`src/core/irq_bank_regs.svh`:
```
`ifndef IRQ_BANK_REGS_SVH
`define IRQ_BANK_REGS_SVH

// ----------------------------------------------------------------
// Device register indices
// ----------------------------------------------------------------
`define IDX_ENABLE_SECOND      2'h0
`define IDX_ENABLE_THIRD       2'h1
`define IDX_REQUEST_FIRST      2'h2

// ----------------------------------------------------------------
// Implemented bit masks
// ----------------------------------------------------------------
`define MASK_ENABLE_SECOND     8'hFD
`define MASK_ENABLE_THIRD      8'h7A
`define MASK_REQUEST_STICKY    8'h4F

// ----------------------------------------------------------------
// Request register bit positions
// ----------------------------------------------------------------
`define BIT_TIMER_ONE_GATE     7
`define BIT_CONVERTER_DONE     6
`define BIT_SERIAL_RX_FULL     5
`define BIT_SERIAL_TX_EMPTY    4
`define BIT_SYNC_PORT_DONE     3
`define BIT_CAPCMP_ONE         2
`define BIT_TIMER_TWO_MATCH    1
`define BIT_TIMER_ONE_OVERFLOW 0

// ----------------------------------------------------------------
// Core control bit positions
// ----------------------------------------------------------------
`define BIT_GLOBAL_IRQ_ENABLE  7
`define BIT_PERIPH_GROUP_EN    6

// ----------------------------------------------------------------
// Controller register offsets
// ----------------------------------------------------------------
`define OFF_CORE_CONTROL       4'h0
`define OFF_IRQ_STATUS         4'h1
`define OFF_IRQ_CLEAR          4'h2
`define OFF_IRQ_ENABLE         4'h3
`define OFF_DEVICE_WINDOW      4'h8

// ----------------------------------------------------------------
// Controller status bits
// ----------------------------------------------------------------
`define BIT_EVT_REQ_RISE       0
`define BIT_EVT_REQ_FALL       1

// ----------------------------------------------------------------
// Reset values
// ----------------------------------------------------------------
`define RST_BYTE               8'h00

`endif

```
`src/core/irq_bank_pkg.sv`:
```
package irq_bank_pkg;

   typedef logic [7:0] byte_type;
   typedef logic [1:0] dev_addr_type;

   typedef enum logic [1:0]
   {
      CAPCMP_CAPTURE,
      CAPCMP_COMPARE,
      CAPCMP_PWM
   } capcmp_mode_type;

endpackage : irq_bank_pkg

```
`src/core/irq_bank_if.sv`:
```
`timescale 1ns/1ns

interface irq_bank_if
(
   input wire logic clk,
   input wire logic sys_rst
);

   irq_bank_pkg::dev_addr_type reg_addr;
   irq_bank_pkg::byte_type     reg_wdata;
   logic                       reg_wr;
   logic                       reg_rd;
   irq_bank_pkg::byte_type     reg_rdata;
   logic                       global_irq_enable;
   logic                       peripheral_group_enable;
   logic                       peripheral_irq_request;

   modport device
   (
      input  clk,
      input  sys_rst,
      input  reg_addr,
      input  reg_wdata,
      input  reg_wr,
      input  reg_rd,
      input  global_irq_enable,
      input  peripheral_group_enable,
      output reg_rdata,
      output peripheral_irq_request
   );

   modport host
   (
      input  clk,
      input  sys_rst,
      output reg_addr,
      output reg_wdata,
      output reg_wr,
      output reg_rd,
      output global_irq_enable,
      output peripheral_group_enable,
      input  reg_rdata,
      input  peripheral_irq_request
   );

endinterface : irq_bank_if

```
`src/core/irq_flag_bank.sv`:
```
// Design decisions made here: the plain strobed port and the register addresses.
`timescale 1ns/1ns
`include "irq_bank_regs.svh"

module irq_flag_bank
(
   irq_bank_if.device                 bus,
   input  wire logic                  timer_one_gate_active,
   input  wire logic                  converter_done,
   input  wire logic                  serial_rx_full,
   input  wire logic                  serial_tx_empty,
   input  wire logic                  sync_port_done,
   input  wire logic                  capcmp_one_event,
   input  wire irq_bank_pkg::capcmp_mode_type capcmp_one_mode,
   input  wire logic                  timer_two_match,
   input  wire logic                  timer_one_overflow,
   input  wire irq_bank_pkg::byte_type first_enable,
   input  wire irq_bank_pkg::byte_type second_request,
   input  wire irq_bank_pkg::byte_type third_request,
   output irq_bank_pkg::byte_type     enable_second_bits,
   output irq_bank_pkg::byte_type     enable_third_bits,
   output irq_bank_pkg::byte_type     request_first_bits
);

   // ----------------------------------------------------------------
   // Storage
   // ----------------------------------------------------------------
   irq_bank_pkg::byte_type peripheral_enable_second;
   irq_bank_pkg::byte_type peripheral_enable_third;
   irq_bank_pkg::byte_type sticky_flags;
   irq_bank_pkg::byte_type read_data;
   logic                   request_out;

   // ----------------------------------------------------------------
   // Address decode
   // ----------------------------------------------------------------
   wire logic hit_enable_second;
   wire logic hit_enable_third;
   wire logic hit_request_first;
   wire logic wr_enable_second;
   wire logic wr_enable_third;
   wire logic wr_request_first;

   assign hit_enable_second = (bus.reg_addr == `IDX_ENABLE_SECOND);
   assign hit_enable_third  = (bus.reg_addr == `IDX_ENABLE_THIRD);
   assign hit_request_first = (bus.reg_addr == `IDX_REQUEST_FIRST);
   assign wr_enable_second  = bus.reg_wr & hit_enable_second;
   assign wr_enable_third   = bus.reg_wr & hit_enable_third;
   assign wr_request_first  = bus.reg_wr & hit_request_first;

   // ----------------------------------------------------------------
   // Event vector for the sticky flags
   // ----------------------------------------------------------------
   wire logic                   capcmp_one_counts;
   wire irq_bank_pkg::byte_type flag_events;

   assign capcmp_one_counts = capcmp_one_event
                            & (capcmp_one_mode != irq_bank_pkg::CAPCMP_PWM);

   assign flag_events = {1'b0,
                         converter_done,
                         1'b0,
                         1'b0,
                         sync_port_done,
                         capcmp_one_counts,
                         timer_two_match,
                         timer_one_overflow};

   // ----------------------------------------------------------------
   // Next values
   // ----------------------------------------------------------------
   irq_bank_pkg::byte_type next_enable_second;
   irq_bank_pkg::byte_type next_enable_third;
   irq_bank_pkg::byte_type next_sticky_flags;
   irq_bank_pkg::byte_type sticky_written;

   assign next_enable_second = wr_enable_second
                             ? (bus.reg_wdata & `MASK_ENABLE_SECOND)
                             : peripheral_enable_second;

   assign next_enable_third = wr_enable_third
                            ? (bus.reg_wdata & `MASK_ENABLE_THIRD)
                            : peripheral_enable_third;

   assign sticky_written = wr_request_first
                         ? (bus.reg_wdata & `MASK_REQUEST_STICKY)
                         : sticky_flags;

   assign next_sticky_flags = sticky_written
                            | (flag_events & `MASK_REQUEST_STICKY);

   // ----------------------------------------------------------------
   // Request register view
   // ----------------------------------------------------------------
   irq_bank_pkg::byte_type request_first_view;

   always_comb
   begin
      request_first_view = sticky_flags;
      request_first_view[`BIT_TIMER_ONE_GATE]  = ~timer_one_gate_active;
      request_first_view[`BIT_SERIAL_RX_FULL]  = serial_rx_full;
      request_first_view[`BIT_SERIAL_TX_EMPTY] = serial_tx_empty;
   end

   // ----------------------------------------------------------------
   // Read mux
   // ----------------------------------------------------------------
   irq_bank_pkg::byte_type next_read_data;

   assign next_read_data =
        hit_enable_second ? peripheral_enable_second
      : hit_enable_third  ? peripheral_enable_third
      : hit_request_first ? request_first_view
      : `RST_BYTE;

   // ----------------------------------------------------------------
   // Request toward the core
   // ----------------------------------------------------------------
   wire logic any_first;
   wire logic any_second;
   wire logic any_third;
   wire logic next_request;

   assign any_first  = |(request_first_view & first_enable);
   assign any_second = |(second_request & peripheral_enable_second);
   assign any_third  = |(third_request & peripheral_enable_third);

   assign next_request = (any_first | any_second | any_third)
                       & bus.peripheral_group_enable
                       & bus.global_irq_enable;

   // ----------------------------------------------------------------
   // Registers
   // ----------------------------------------------------------------
   // enable reset to zero
   always_ff @(posedge bus.clk)
   begin
      if (bus.sys_rst)
      begin
         peripheral_enable_second <= `RST_BYTE;
         peripheral_enable_third  <= `RST_BYTE;
      end
      else
      begin
         peripheral_enable_second <= next_enable_second;
         peripheral_enable_third  <= next_enable_third;
      end
   end

   always_ff @(posedge bus.clk)
   begin
      if (bus.sys_rst)
      begin
         sticky_flags <= `RST_BYTE;
      end
      else
      begin
         sticky_flags <= next_sticky_flags;
      end
   end

   always_ff @(posedge bus.clk)
   begin
      if (bus.sys_rst)
      begin
         read_data   <= `RST_BYTE;
         request_out <= 1'b0;
      end
      else
      begin
         if (bus.reg_rd)
         begin
            read_data <= next_read_data;
         end
         request_out <= next_request;
      end
   end

   // ----------------------------------------------------------------
   // Outputs
   // ----------------------------------------------------------------
   assign bus.reg_rdata              = read_data;
   assign bus.peripheral_irq_request = request_out;
   assign enable_second_bits         = peripheral_enable_second;
   assign enable_third_bits          = peripheral_enable_third;
   assign request_first_bits         = request_first_view;

endmodule : irq_flag_bank

```
`src/flat_wrapper.sv`:
```
// flat-port wrapper written by rule: the top's interface ports become plain ports
module irq_flag_bank_flat 
  (timer_one_gate_active, converter_done, serial_rx_full, serial_tx_empty, sync_port_done, capcmp_one_event, capcmp_one_mode, timer_two_match, timer_one_overflow, first_enable, second_request, third_request, enable_second_bits, enable_third_bits, request_first_bits, clk, sys_rst, bus_reg_addr, bus_reg_wdata, bus_reg_wr, bus_reg_rd, bus_global_irq_enable, bus_peripheral_group_enable, bus_reg_rdata, bus_peripheral_irq_request);
  irq_bank_if bus_i (.clk(clk), .sys_rst(sys_rst));
  input  wire logic timer_one_gate_active;
  input  wire logic converter_done;
  input  wire logic serial_rx_full;
  input  wire logic serial_tx_empty;
  input  wire logic sync_port_done;
  input  wire logic capcmp_one_event;
  input  wire irq_bank_pkg::capcmp_mode_type capcmp_one_mode;
  input  wire logic timer_two_match;
  input  wire logic timer_one_overflow;
  input  wire irq_bank_pkg::byte_type first_enable;
  input  wire irq_bank_pkg::byte_type second_request;
  input  wire irq_bank_pkg::byte_type third_request;
  output irq_bank_pkg::byte_type enable_second_bits;
  output irq_bank_pkg::byte_type enable_third_bits;
  output irq_bank_pkg::byte_type request_first_bits;
  input wire logic clk;
  input wire logic sys_rst;
  input wire logic [$bits(bus_i.reg_addr)-1:0] bus_reg_addr;
  input wire logic [$bits(bus_i.reg_wdata)-1:0] bus_reg_wdata;
  input wire logic [$bits(bus_i.reg_wr)-1:0] bus_reg_wr;
  input wire logic [$bits(bus_i.reg_rd)-1:0] bus_reg_rd;
  input wire logic [$bits(bus_i.global_irq_enable)-1:0] bus_global_irq_enable;
  input wire logic [$bits(bus_i.peripheral_group_enable)-1:0] bus_peripheral_group_enable;
  output wire logic [$bits(bus_i.reg_rdata)-1:0] bus_reg_rdata;
  output wire logic [$bits(bus_i.peripheral_irq_request)-1:0] bus_peripheral_irq_request;
  assign bus_i.reg_addr = bus_reg_addr;
  assign bus_i.reg_wdata = bus_reg_wdata;
  assign bus_i.reg_wr = bus_reg_wr;
  assign bus_i.reg_rd = bus_reg_rd;
  assign bus_i.global_irq_enable = bus_global_irq_enable;
  assign bus_i.peripheral_group_enable = bus_peripheral_group_enable;
  assign bus_reg_rdata = bus_i.reg_rdata;
  assign bus_peripheral_irq_request = bus_i.peripheral_irq_request;
  irq_flag_bank u_core (.bus(bus_i), .timer_one_gate_active(timer_one_gate_active), .converter_done(converter_done), .serial_rx_full(serial_rx_full), .serial_tx_empty(serial_tx_empty), .sync_port_done(sync_port_done), .capcmp_one_event(capcmp_one_event), .capcmp_one_mode(capcmp_one_mode), .timer_two_match(timer_two_match), .timer_one_overflow(timer_one_overflow), .first_enable(first_enable), .second_request(second_request), .third_request(third_request), .enable_second_bits(enable_second_bits), .enable_third_bits(enable_third_bits), .request_first_bits(request_first_bits));
endmodule
```
`config.mk`:
```
export PLATFORM = sky130hd
export DESIGN_NAME = irq_flag_bank_flat
export DESIGN_NICKNAME = d
export VERILOG_FILES = /design/src/core/irq_bank_pkg.sv /design/src/core/irq_bank_if.sv /design/src/core/irq_flag_bank.sv /design/src/flat_wrapper.sv
export VERILOG_INCLUDE_DIRS = /design/src /design/src/core
export SDC_FILE = /design/constraint.sdc
export NUM_CORES = 1
export LEC_CHECK = 0
export BUFFER_PORTS_ARGS = -buffer_cell sky130_fd_sc_hd__buf_4
export CELL_PAD_IN_SITES_DETAIL_PLACEMENT = 1
export CELL_PAD_IN_SITES_GLOBAL_PLACEMENT = 2
export CORE_MARGIN = 4
export CORE_UTILIZATION = 23
export DETAILED_ROUTE_END_ITERATION = 12
export PLACE_DENSITY = 0.91
export SLEW_MARGIN = 25
export SYNTH_ARGS = -nofsm -noshare
export SYNTH_HDL_FRONTEND = slang
export SYNTH_SLANG_ARGS = --single-unit
export TNS_END_PERCENT = 5
```
`constraint.sdc`:
```
create_clock -name clk -period 3.4 [get_ports clk]
set_input_delay 0 -clock clk [delete_from_list [all_inputs] [get_ports clk]]
set_output_delay 0 -clock clk [all_outputs]
set_load 0.03 [all_outputs]
```
# After elaboration in Yosys (flattened, before gate mapping)
# Cells that the tools add are included.
[word_totals]
output_inout_bits = 33
reg_bits = 29
word_cells = 29
[classes]
bitwise_logic = 13
eq_ne = 3
mux = 4
n_reduce_logical = 4
[ops]
columns = ["cell", "n"]
rows = [
  ["$mux W8", 4],
  ["$reduce_or A8 Y1", 3],
  ["$and A8 B8 Y8", 2],
  ["$and A8 B7 Y8", 1],
  ["$or A8 B7 Y8", 1],
  ["$and A1 B1 Y1", 6],
  ["$eq A2 B1 Y1 const B", 1],
  ["$eq A2 B2 Y1 const B", 1],
  ["$logic_not A2 Y1", 1],
  ["$ne A2 B2 Y1 const B", 1],
  ["$or A1 B1 Y1", 2],
  ["$not A1 Y1", 1],
]

# Logic depth before layout (Yosys ltp)
# Gate-level depths: netlist (run 1).
[depth]
depth_word = 7
ltp_mapped = 5
ltp_nobuf = 4

# Worst setup path after synthesis (run 1)
# No wires, ideal clock.
[synth_path]
path_kind = "flip-flop to flip-flop"
startpoint = "reg u_core.peripheral_enable_second[5], in the netlist u_core.enable_second_bits[5]"
endpoint = "reg u_core.request_out, in the netlist u_core.bus.peripheral_irq_request"
stages_incl_launch_ff = 5
arrival_time_ns = 1.111
path_buffers = 0
period_less_slack_ns = 1.225
path_slack_ns = 2.175
cell_sequence = "dfxtp_1 > a22o_1 > a221oi_1 > nand4_1 > o21a_1"
[synth_between]
elab_chain_len = 6
[synth_rtl]
columns = ["element", "line_no", "text"]
rows = [
  ["start: declaration", "irq_flag_bank.sv:28", "irq_bank_pkg::byte_type peripheral_enable_second;"],
  ["start signal: assignment", "irq_flag_bank.sv:140", "peripheral_enable_second <= `RST_BYTE;"],
  ["start signal: assignment", "irq_flag_bank.sv:145", "peripheral_enable_second <= next_enable_second;"],
  ["$and A8 B8 Y8", "irq_flag_bank.sv:125", "assign any_second = |(second_request & peripheral_enable_second);"],
  ["$reduce_or A8 Y1", "irq_flag_bank.sv:125", ""],
  ["$or A1 B1 Y1 (2 in a row)", "irq_flag_bank.sv:128", "assign next_request = (any_first | any_second | any_third)"],
  ["$and A1 B1 Y1", "irq_flag_bank.sv:129", "& bus.peripheral_group_enable"],
  ["$and A1 B1 Y1", "irq_flag_bank.sv:130", "& bus.global_irq_enable;"],
  ["end signal: assignment", "irq_flag_bank.sv:175", "request_out <= next_request;"],
  ["end: declaration", "irq_flag_bank.sv:32", "logic request_out;"],
]
# Every way passes these cells.
# A chain may end at the register's enable or synchronous reset.

# Final worst setup path (run 1)
# Ends and elaborated chain as after synthesis.

==> flow_metrics.env, run 1 <==
export IMPL_syn_area_per_cell_um2=8.767
export IMPL_post_dp_hpwl_um=3489
export IMPL_cpMaxStageDelayCell="dfxtp_1"
export IMPL_core_mm2=0.005205
export IMPL_cp_max_fo=4
export IMPL_vdd_drop_max_uv=203.5
export IMPL_min_to="u_core.enable_third_bits[1]$_SDFFE_PP0P_"
export IMPL_ys_seq_elements=26
export IMPL_crit_buf_inv=0
export IMPL_grt_pass1_wl_um=6782
export IMPL_mostFrequentLayoutCell="buf_4"
export IMPL_worst_slew_margin_rel_pct=45.88
export IMPL_reg2reg_depth=4
export IMPL_cp_cell_sequence="a22o_1 -> a221oi_1 -> nand4_1 -> o21a_1"
export IMPL_grt_max_degree=27
export IMPL_cts_sinks=26
export IMPL_whs_path_depth=3
export IMPL_grt_pass1_vias=1309
export IMPL_hp_class="input port to register"
export IMPL_yosysWarnings=0
export IMPL_layout_common_cells="74 x buf_4, 26 x dfxtp_1, 24 x nor2_1, 21 x mux2i_1, 15 x a21oi_1"
export IMPL_path_clk_slew_ps=100
export IMPL_power_mw=0.7149
export IMPL_drtIter0Drc=39
export IMPL_post_drt_wl_per_cell_um=15.18
export IMPL_drt_first_pass_iters=4
export IMPL_tightest_slew_ps=810.1
export IMPL_ys_seq_area_share_pct=41.23
export IMPL_rows=26
export IMPL_cp_required_ps=3580
export IMPL_arrival_ps=1490
export IMPL_p_leak_nw=0.9434
export IMPL_cts_buffer_depth=2
export IMPL_final_antenna_net_count=0
export IMPL_rr_endpoint="u_core.bus.peripheral_irq_request$_SDFF_PP0_"
export IMPL_whs_ps=5.864
export IMPL_startpoint_type="register"
export IMPL_dieArea_mm2=0.006738
export IMPL_nets=272
export IMPL_clk_latency_ps=270
export IMPL_powerDensity_mw_per_mm2=359.8
export IMPL_start_util_pct=24.25
export IMPL_drive_above_1_share_pct=36.20
export IMPL_drt_vias_per_instance=4.474
export IMPL_cts_htree_levels=1
export IMPL_outcome="complete, no violations"
export IMPL_cts_made_buffers=3
export IMPL_worstSetupPathType="register to register"
export IMPL_reg2reg_from="u_core.enable_second_bits[5]$_SDFFE_PP0P_"
export IMPL_io_pins=83
export IMPL_clock_root_buffer="clkbuf_8"
export IMPL_finalWeightedCongestion=0.7437
export IMPL_yosysUniqueCellTypes=22
export IMPL_via_count=1302
export IMPL_crit_family="compound AO/OA/AOI/OAI gates"
export IMPL_synthCells=144
export IMPL_setup_violations=0
export IMPL_fin_crit_ps=1315
export IMPL_rsz0062_at_grt="false"
export IMPL_cts_tree="done"
export IMPL_crit_path_max_incr_delay_ps=370
export IMPL_synth_area_mm2=0.001262
export IMPL_finalMaxSlewViolations=0
export IMPL_hold_viol_final=0
export IMPL_drc=0
export IMPL_max_clock_freq_mhz=760.7
export IMPL_cp_end_kind="register"
export IMPL_chipHeight_um=82.09
export IMPL_fp_dieW_um=82.09
export IMPL_skew_ps=11.24
export IMPL_drv_cap=0
export IMPL_io_buffers=74
export IMPL_fin_tns_setup_ps=0
export IMPL_min_period_over_period_pct=38.66
export IMPL_reg2reg_slack_ps=2090
export IMPL_diodes=0
export IMPL_track_usage_pct=13.27
export IMPL_min_from="bus_reg_wdata[1]"
export IMPL_routed_wl_um=4418
export IMPL_grt_overflow=0
export IMPL_area_growth_pct=57.38
export IMPL_antenna_found_initial=0
-- synthesized netlist by cell type --
master / n / area [um^2]
dfxtp_1: 26 / 520.5
buf_6: 1 / 11.26
conb_1: 1 / 3.750
mux2i_1: 21 / 210.2
nand2_1: 8 / 30.03
nand3b_4: 1 / 20.02
nor3b_2: 1 / 12.51
o21a_1: 1 / 7.510
a22oi_1: 4 / 30.03
a22o_1: 3 / 26.28
nor2b_1: 1 / 6.260
a21oi_1: 15 / 75.07
buf_4: 7 / 52.55
inv_1: 6 / 22.52
nand4_1: 1 / 6.260
clkbuf_1: 3 / 11.26
a211oi_1: 6 / 45.04
nor2_1: 24 / 90.09
buf_2: 4 / 20.02
a221oi_1: 3 / 26.28
o21ai_0: 1 / 5.000
nand3_1: 6 / 30.03
-- cell type report --
type | instances | area [um^2]
fill | 640 | 3218
timing repair buffer | 85 | 665.6
multi-input combinational | 100 | 635.6
sequential | 26 | 520.5
tap | 70 | 87.58
clock buffer | 4 | 55.05
inverter | 6 | 22.52
-- worst reg2reg max path, cell delays in order (launching register included) --
cell and delay [ps]:
dfxtp_1 370, a22o_1 220, a221oi_1 300, nand4_1 160, o21a_1 190
-- state kept, by name, indices dropped and copies added, names as in the netlist --
name and count:
u_core.bus.peripheral_irq_request 1, u_core.bus.reg_rdata 8, u_core.enable_second_bits 7, u_core.enable_third_bits 5, u_core.sticky_flags 5
-- where the power goes --
part,internal [mW],switching (mW)
combinational,0.0867,0.0951
sequential,0.319,0.0137
clock,0.104,0.0970
-- kinds of logic (layout without fill, tap and decap cells) --
group / Yosys count / count (layout) / share of synthesized area (%)
buffers and inverters: 21 / 95 / 9.316
multiplexers: 21 / 21 / 16.65
AND/OR/NAND/NOR: 42 / 42 / 15.46
AO/OA/AOI/OAI: 33 / 33 / 17.05
flip-flops: 26 / 26 / 41.23
other: 1 / 4 / 0.2970
-- per-layer routing --
layer / track usage [%] / share of wire (%) / vias to the layer above
met2: 20.84 / 46 / 54
met5: 0 / 0 / -
met3: 4.715 / 9.3 / 4
li1: - / - / 647
met1: 17.51 / 43 / 597
met4: 2.658 / 1.1 / 0
-- through the flow --
| step | cells | cell area (um^2) | setup WS, ps | util (%) |
|---|---|---|---|---|
| finish | 291 | 1987 | 2085 | 38.17 |
| global route | 291 | 1987 | 1958 | 38.17 |
| CTS | 291 | 1987 | 2004 | 38.17 |
| detailed placement | 276 | 1822 | 1945 | 35.00 |
| global placement | 276 | 1822 | 1949 | 35.00 |
| floorplan | 147 | 1274 | 2175 | - |
-- worst max-delay path by stage --
stage | from | endpoint | depth (start not counted)
after floorplan | u_core.enable_second_bits[5]$_SDFFE_PP0P_ | u_core.bus.peripheral_irq_request$_SDFF_PP0_ | 4
final | u_core.enable_second_bits[5]$_SDFFE_PP0P_ | u_core.bus.peripheral_irq_request$_SDFF_PP0_ | 4
after detailed placement | bus_reg_addr[0] | u_core.enable_third_bits[3]$_SDFFE_PP0P_ | 5
after global routing | u_core.enable_second_bits[5]$_SDFFE_PP0P_ | u_core.bus.peripheral_irq_request$_SDFF_PP0_ | 4
after CTS | u_core.enable_second_bits[5]$_SDFFE_PP0P_ | u_core.bus.peripheral_irq_request$_SDFF_PP0_ | 4
after global placement | bus_reg_addr[0] | u_core.enable_third_bits[6]$_SDFFE_PP0P_ | 5
-- what timing repair did --
action / CTS / global route
hold buffers: 11 / 0
hold endpoints to repair: 13 / 0
resized for setup: 0 / 0
setup buffers: 0 / 0
No activity file was read; power rests on OpenSTA's default activity.
==> inputs of run 2 (changes only) <==
Settings changed: CORE_UTILIZATION 23 to 21, PLACE_DENSITY 0.91 to 0.85.
Clock period 3.4 ns to 1.3 ns, I/O delays scaled along.
==> run 2 against run 1 <==
Effect of this change:
- the flow now finishes with violations (hold timing)
- non-clock buffer count increased by 7
- design area increased by 3.1%
- cell count is 3.1% higher
- sequential power rose to 2.6 times the previous value
- die area rose by 8.6%
- routed wire length grew 6.9%
- critical path type unchanged
- core utilization is 2.1 points lower
- flip-flop and latch count stayed put
- hold slack got worse by 5.9 ps
- critical path depth unchanged
- first-iteration DRC count down 26%
- largest cell class unchanged
- register-to-register slack lost 2000 ps
==> flow_metrics.env, run 2 (same netlist as run 1, synthesis figures left out) <==
export IMPL_diodes=0
export IMPL_start_util_pct=22.24
export IMPL_grt_pass1_wl_um=7272
export IMPL_antenna_found_initial=0
export IMPL_cts_tree="done"
export IMPL_io_buffers=74
export IMPL_hold_viol_final=1
export IMPL_max_clock_freq_mhz=828.1
export IMPL_cts_buffer_depth=2
export IMPL_post_dp_hpwl_um=3700
export IMPL_crit_family="compound AO/OA/AOI/OAI gates"
export IMPL_fin_cells=300
export IMPL_drtIter0Drc=29
export IMPL_layout_common_cells="81 x buf_4, 26 x dfxtp_1, 24 x nor2_1, 21 x mux2i_1, 15 x a21oi_1"
export IMPL_whs_ps=-0.03900
export IMPL_nets=279
export IMPL_post_drt_wl_per_cell_um=15.74
export IMPL_drt_vias_per_instance=4.400
export IMPL_cp_cell_sequence="a22o_1 -> a221oi_1 -> nand3_1 -> o21a_1"
export IMPL_rr_endpoint="u_core.bus.peripheral_irq_request$_SDFF_PP0_"
export IMPL_grt_overflow=0
export IMPL_grt_pass1_vias=1346
export IMPL_hp_class="input port to register"
export IMPL_startpoint_type="register"
export IMPL_dp_cells=285
export IMPL_reg2reg_slack_ps=90
export IMPL_critPathLaunch="u_core.sticky_flags[2]$_SDFF_PP0_"
export IMPL_core_mm2=0.005675
export IMPL_skew_ps=4.952
export IMPL_cp_required_ps=1480
export IMPL_min_to="u_core.enable_second_bits[3]$_SDFFE_PP0P_"
export IMPL_rsz0062_at_grt="false"
export IMPL_io_pins=83
export IMPL_cts_made_buffers=3
export IMPL_p_leak_nw=0.9822
export IMPL_crit_buf_inv=0
export IMPL_setup_violations=0
export IMPL_path_clk_slew_ps=100
export IMPL_drive_above_1_share_pct=38.60
export IMPL_rows=27
export IMPL_final_antenna_net_count=0
export IMPL_fin_crit_ps=1208
export IMPL_track_usage_pct=12.68
export IMPL_timing_final_ws_setup_ps=92.38
export IMPL_worstSetupPathType="register to register"
export IMPL_cp_end_kind="register"
export IMPL_arrival_ps=1390
export IMPL_cts_sinks=26
export IMPL_crit_path_max_incr_delay_ps=360
export IMPL_chipHeight_um=85.54
export IMPL_cts_htree_levels=1
export IMPL_violations="hold timing"
export IMPL_fin_tns_setup_ps=0
export IMPL_finalWeightedCongestion=0.7576
export IMPL_drv_cap=0
export IMPL_drc=0
export IMPL_pre_cts_ws_ps=70.68
export IMPL_whs_path_depth=3
export IMPL_mostFrequentLayoutCell="buf_4"
export IMPL_clock_root_buffer="clkbuf_8"
export IMPL_drt_first_pass_iters=4
export IMPL_fp_dieW_um=85.54
export IMPL_routed_wl_um=4722
export IMPL_cpMaxStageDelayCell="dfxtp_1"
export IMPL_grt_max_degree=27
export IMPL_clk_latency_ps=280
export IMPL_powerDensity_mw_per_mm2=933.1
export IMPL_post_route_util_pct=36.09
export IMPL_via_count=1320
export IMPL_outcome="complete, but fails checks"
export IMPL_min_from="bus_reg_wdata[3]"
export IMPL_dieArea_mm2=0.007316
export IMPL_vdd_drop_max_uv=478.9
export IMPL_reg2reg_depth=4
export IMPL_finalMaxSlewViolations=0
export IMPL_min_period_over_period_pct=92.89
export IMPL_largest_register_ffs=8
export IMPL_area_growth_pct=62.24
export IMPL_cp_max_fo=4
export IMPL_reg2reg_from="u_core.sticky_flags[2]$_SDFF_PP0_"
[run 2: cell count changes in the layout (fill, tap and decap cells not counted)]
cell      change
buf_4         +7
a221oi_2      +1
a221oi_1      -1
[run 2: layout make-up]
cell class | instances | area (um^2)
clock buffer | 4 | 55.05
fill | 695 | 3627
inverter | 6 | 22.52
multi-input combinational | 100 | 641.9
sequential | 26 | 520.5
tap | 72 | 90.09
timing repair buffer | 92 | 718.2
[run 2: routing by layer]
| metal | vias to the layer above | wire [um] | GRT usage [%] |
|---|---|---|---|
| met4 | 0 | 36 | 1.439 |
| li1 | 659 | - | - |
| met3 | 4 | 423 | 4.131 |
| met2 | 59 | 2006 | 19.70 |
| met1 | 598 | 2256 | 17.67 |
| met5 | - | 0 | 0 |
[run 2: stage by stage]
step           power, mW  area (um^2)
2_1_floorplan      1.138         1274
5_1_grt            2.000         2048
3_5_place_dp       1.359         1877
6_report           1.911         2048
3_3_place_gp       1.352         1877
4_1_cts            1.921         2042
[run 2: power breakdown]
part / switching (mW) / internal [mW]
clock: 0.274 / 0.271
combinational: 0.259 / 0.239
sequential: 0.0347 / 0.834
total: 0.567 / 1.34
[run 2: worst max path at each step]
stage               depth (start not counted)                                            to  slack, ps
floorplan                                   4  u_core.bus.peripheral_irq_request$_SDFF_PP0_         70
global placement                            4  u_core.bus.peripheral_irq_request$_SDFF_PP0_        130
detailed placement                          4  u_core.bus.peripheral_irq_request$_SDFF_PP0_         70
CTS                                         4  u_core.bus.peripheral_irq_request$_SDFF_PP0_         50
global route                                4  u_core.bus.peripheral_irq_request$_SDFF_PP0_          4
finish                                      4  u_core.bus.peripheral_irq_request$_SDFF_PP0_         90
[run 2: what timing repair did]
action,in CTS,in global routing
setup endpoints to repair,0,1
endpoints found under the hold margin,14,0
buffers inserted,0,0
gates resized for setup,0,1
hold buffers,11,0
[run 2: tightest hold or removal path, stage by stage]
cell	delay, ps
buf_4	100
mux2i_1	60
nor2_1	70
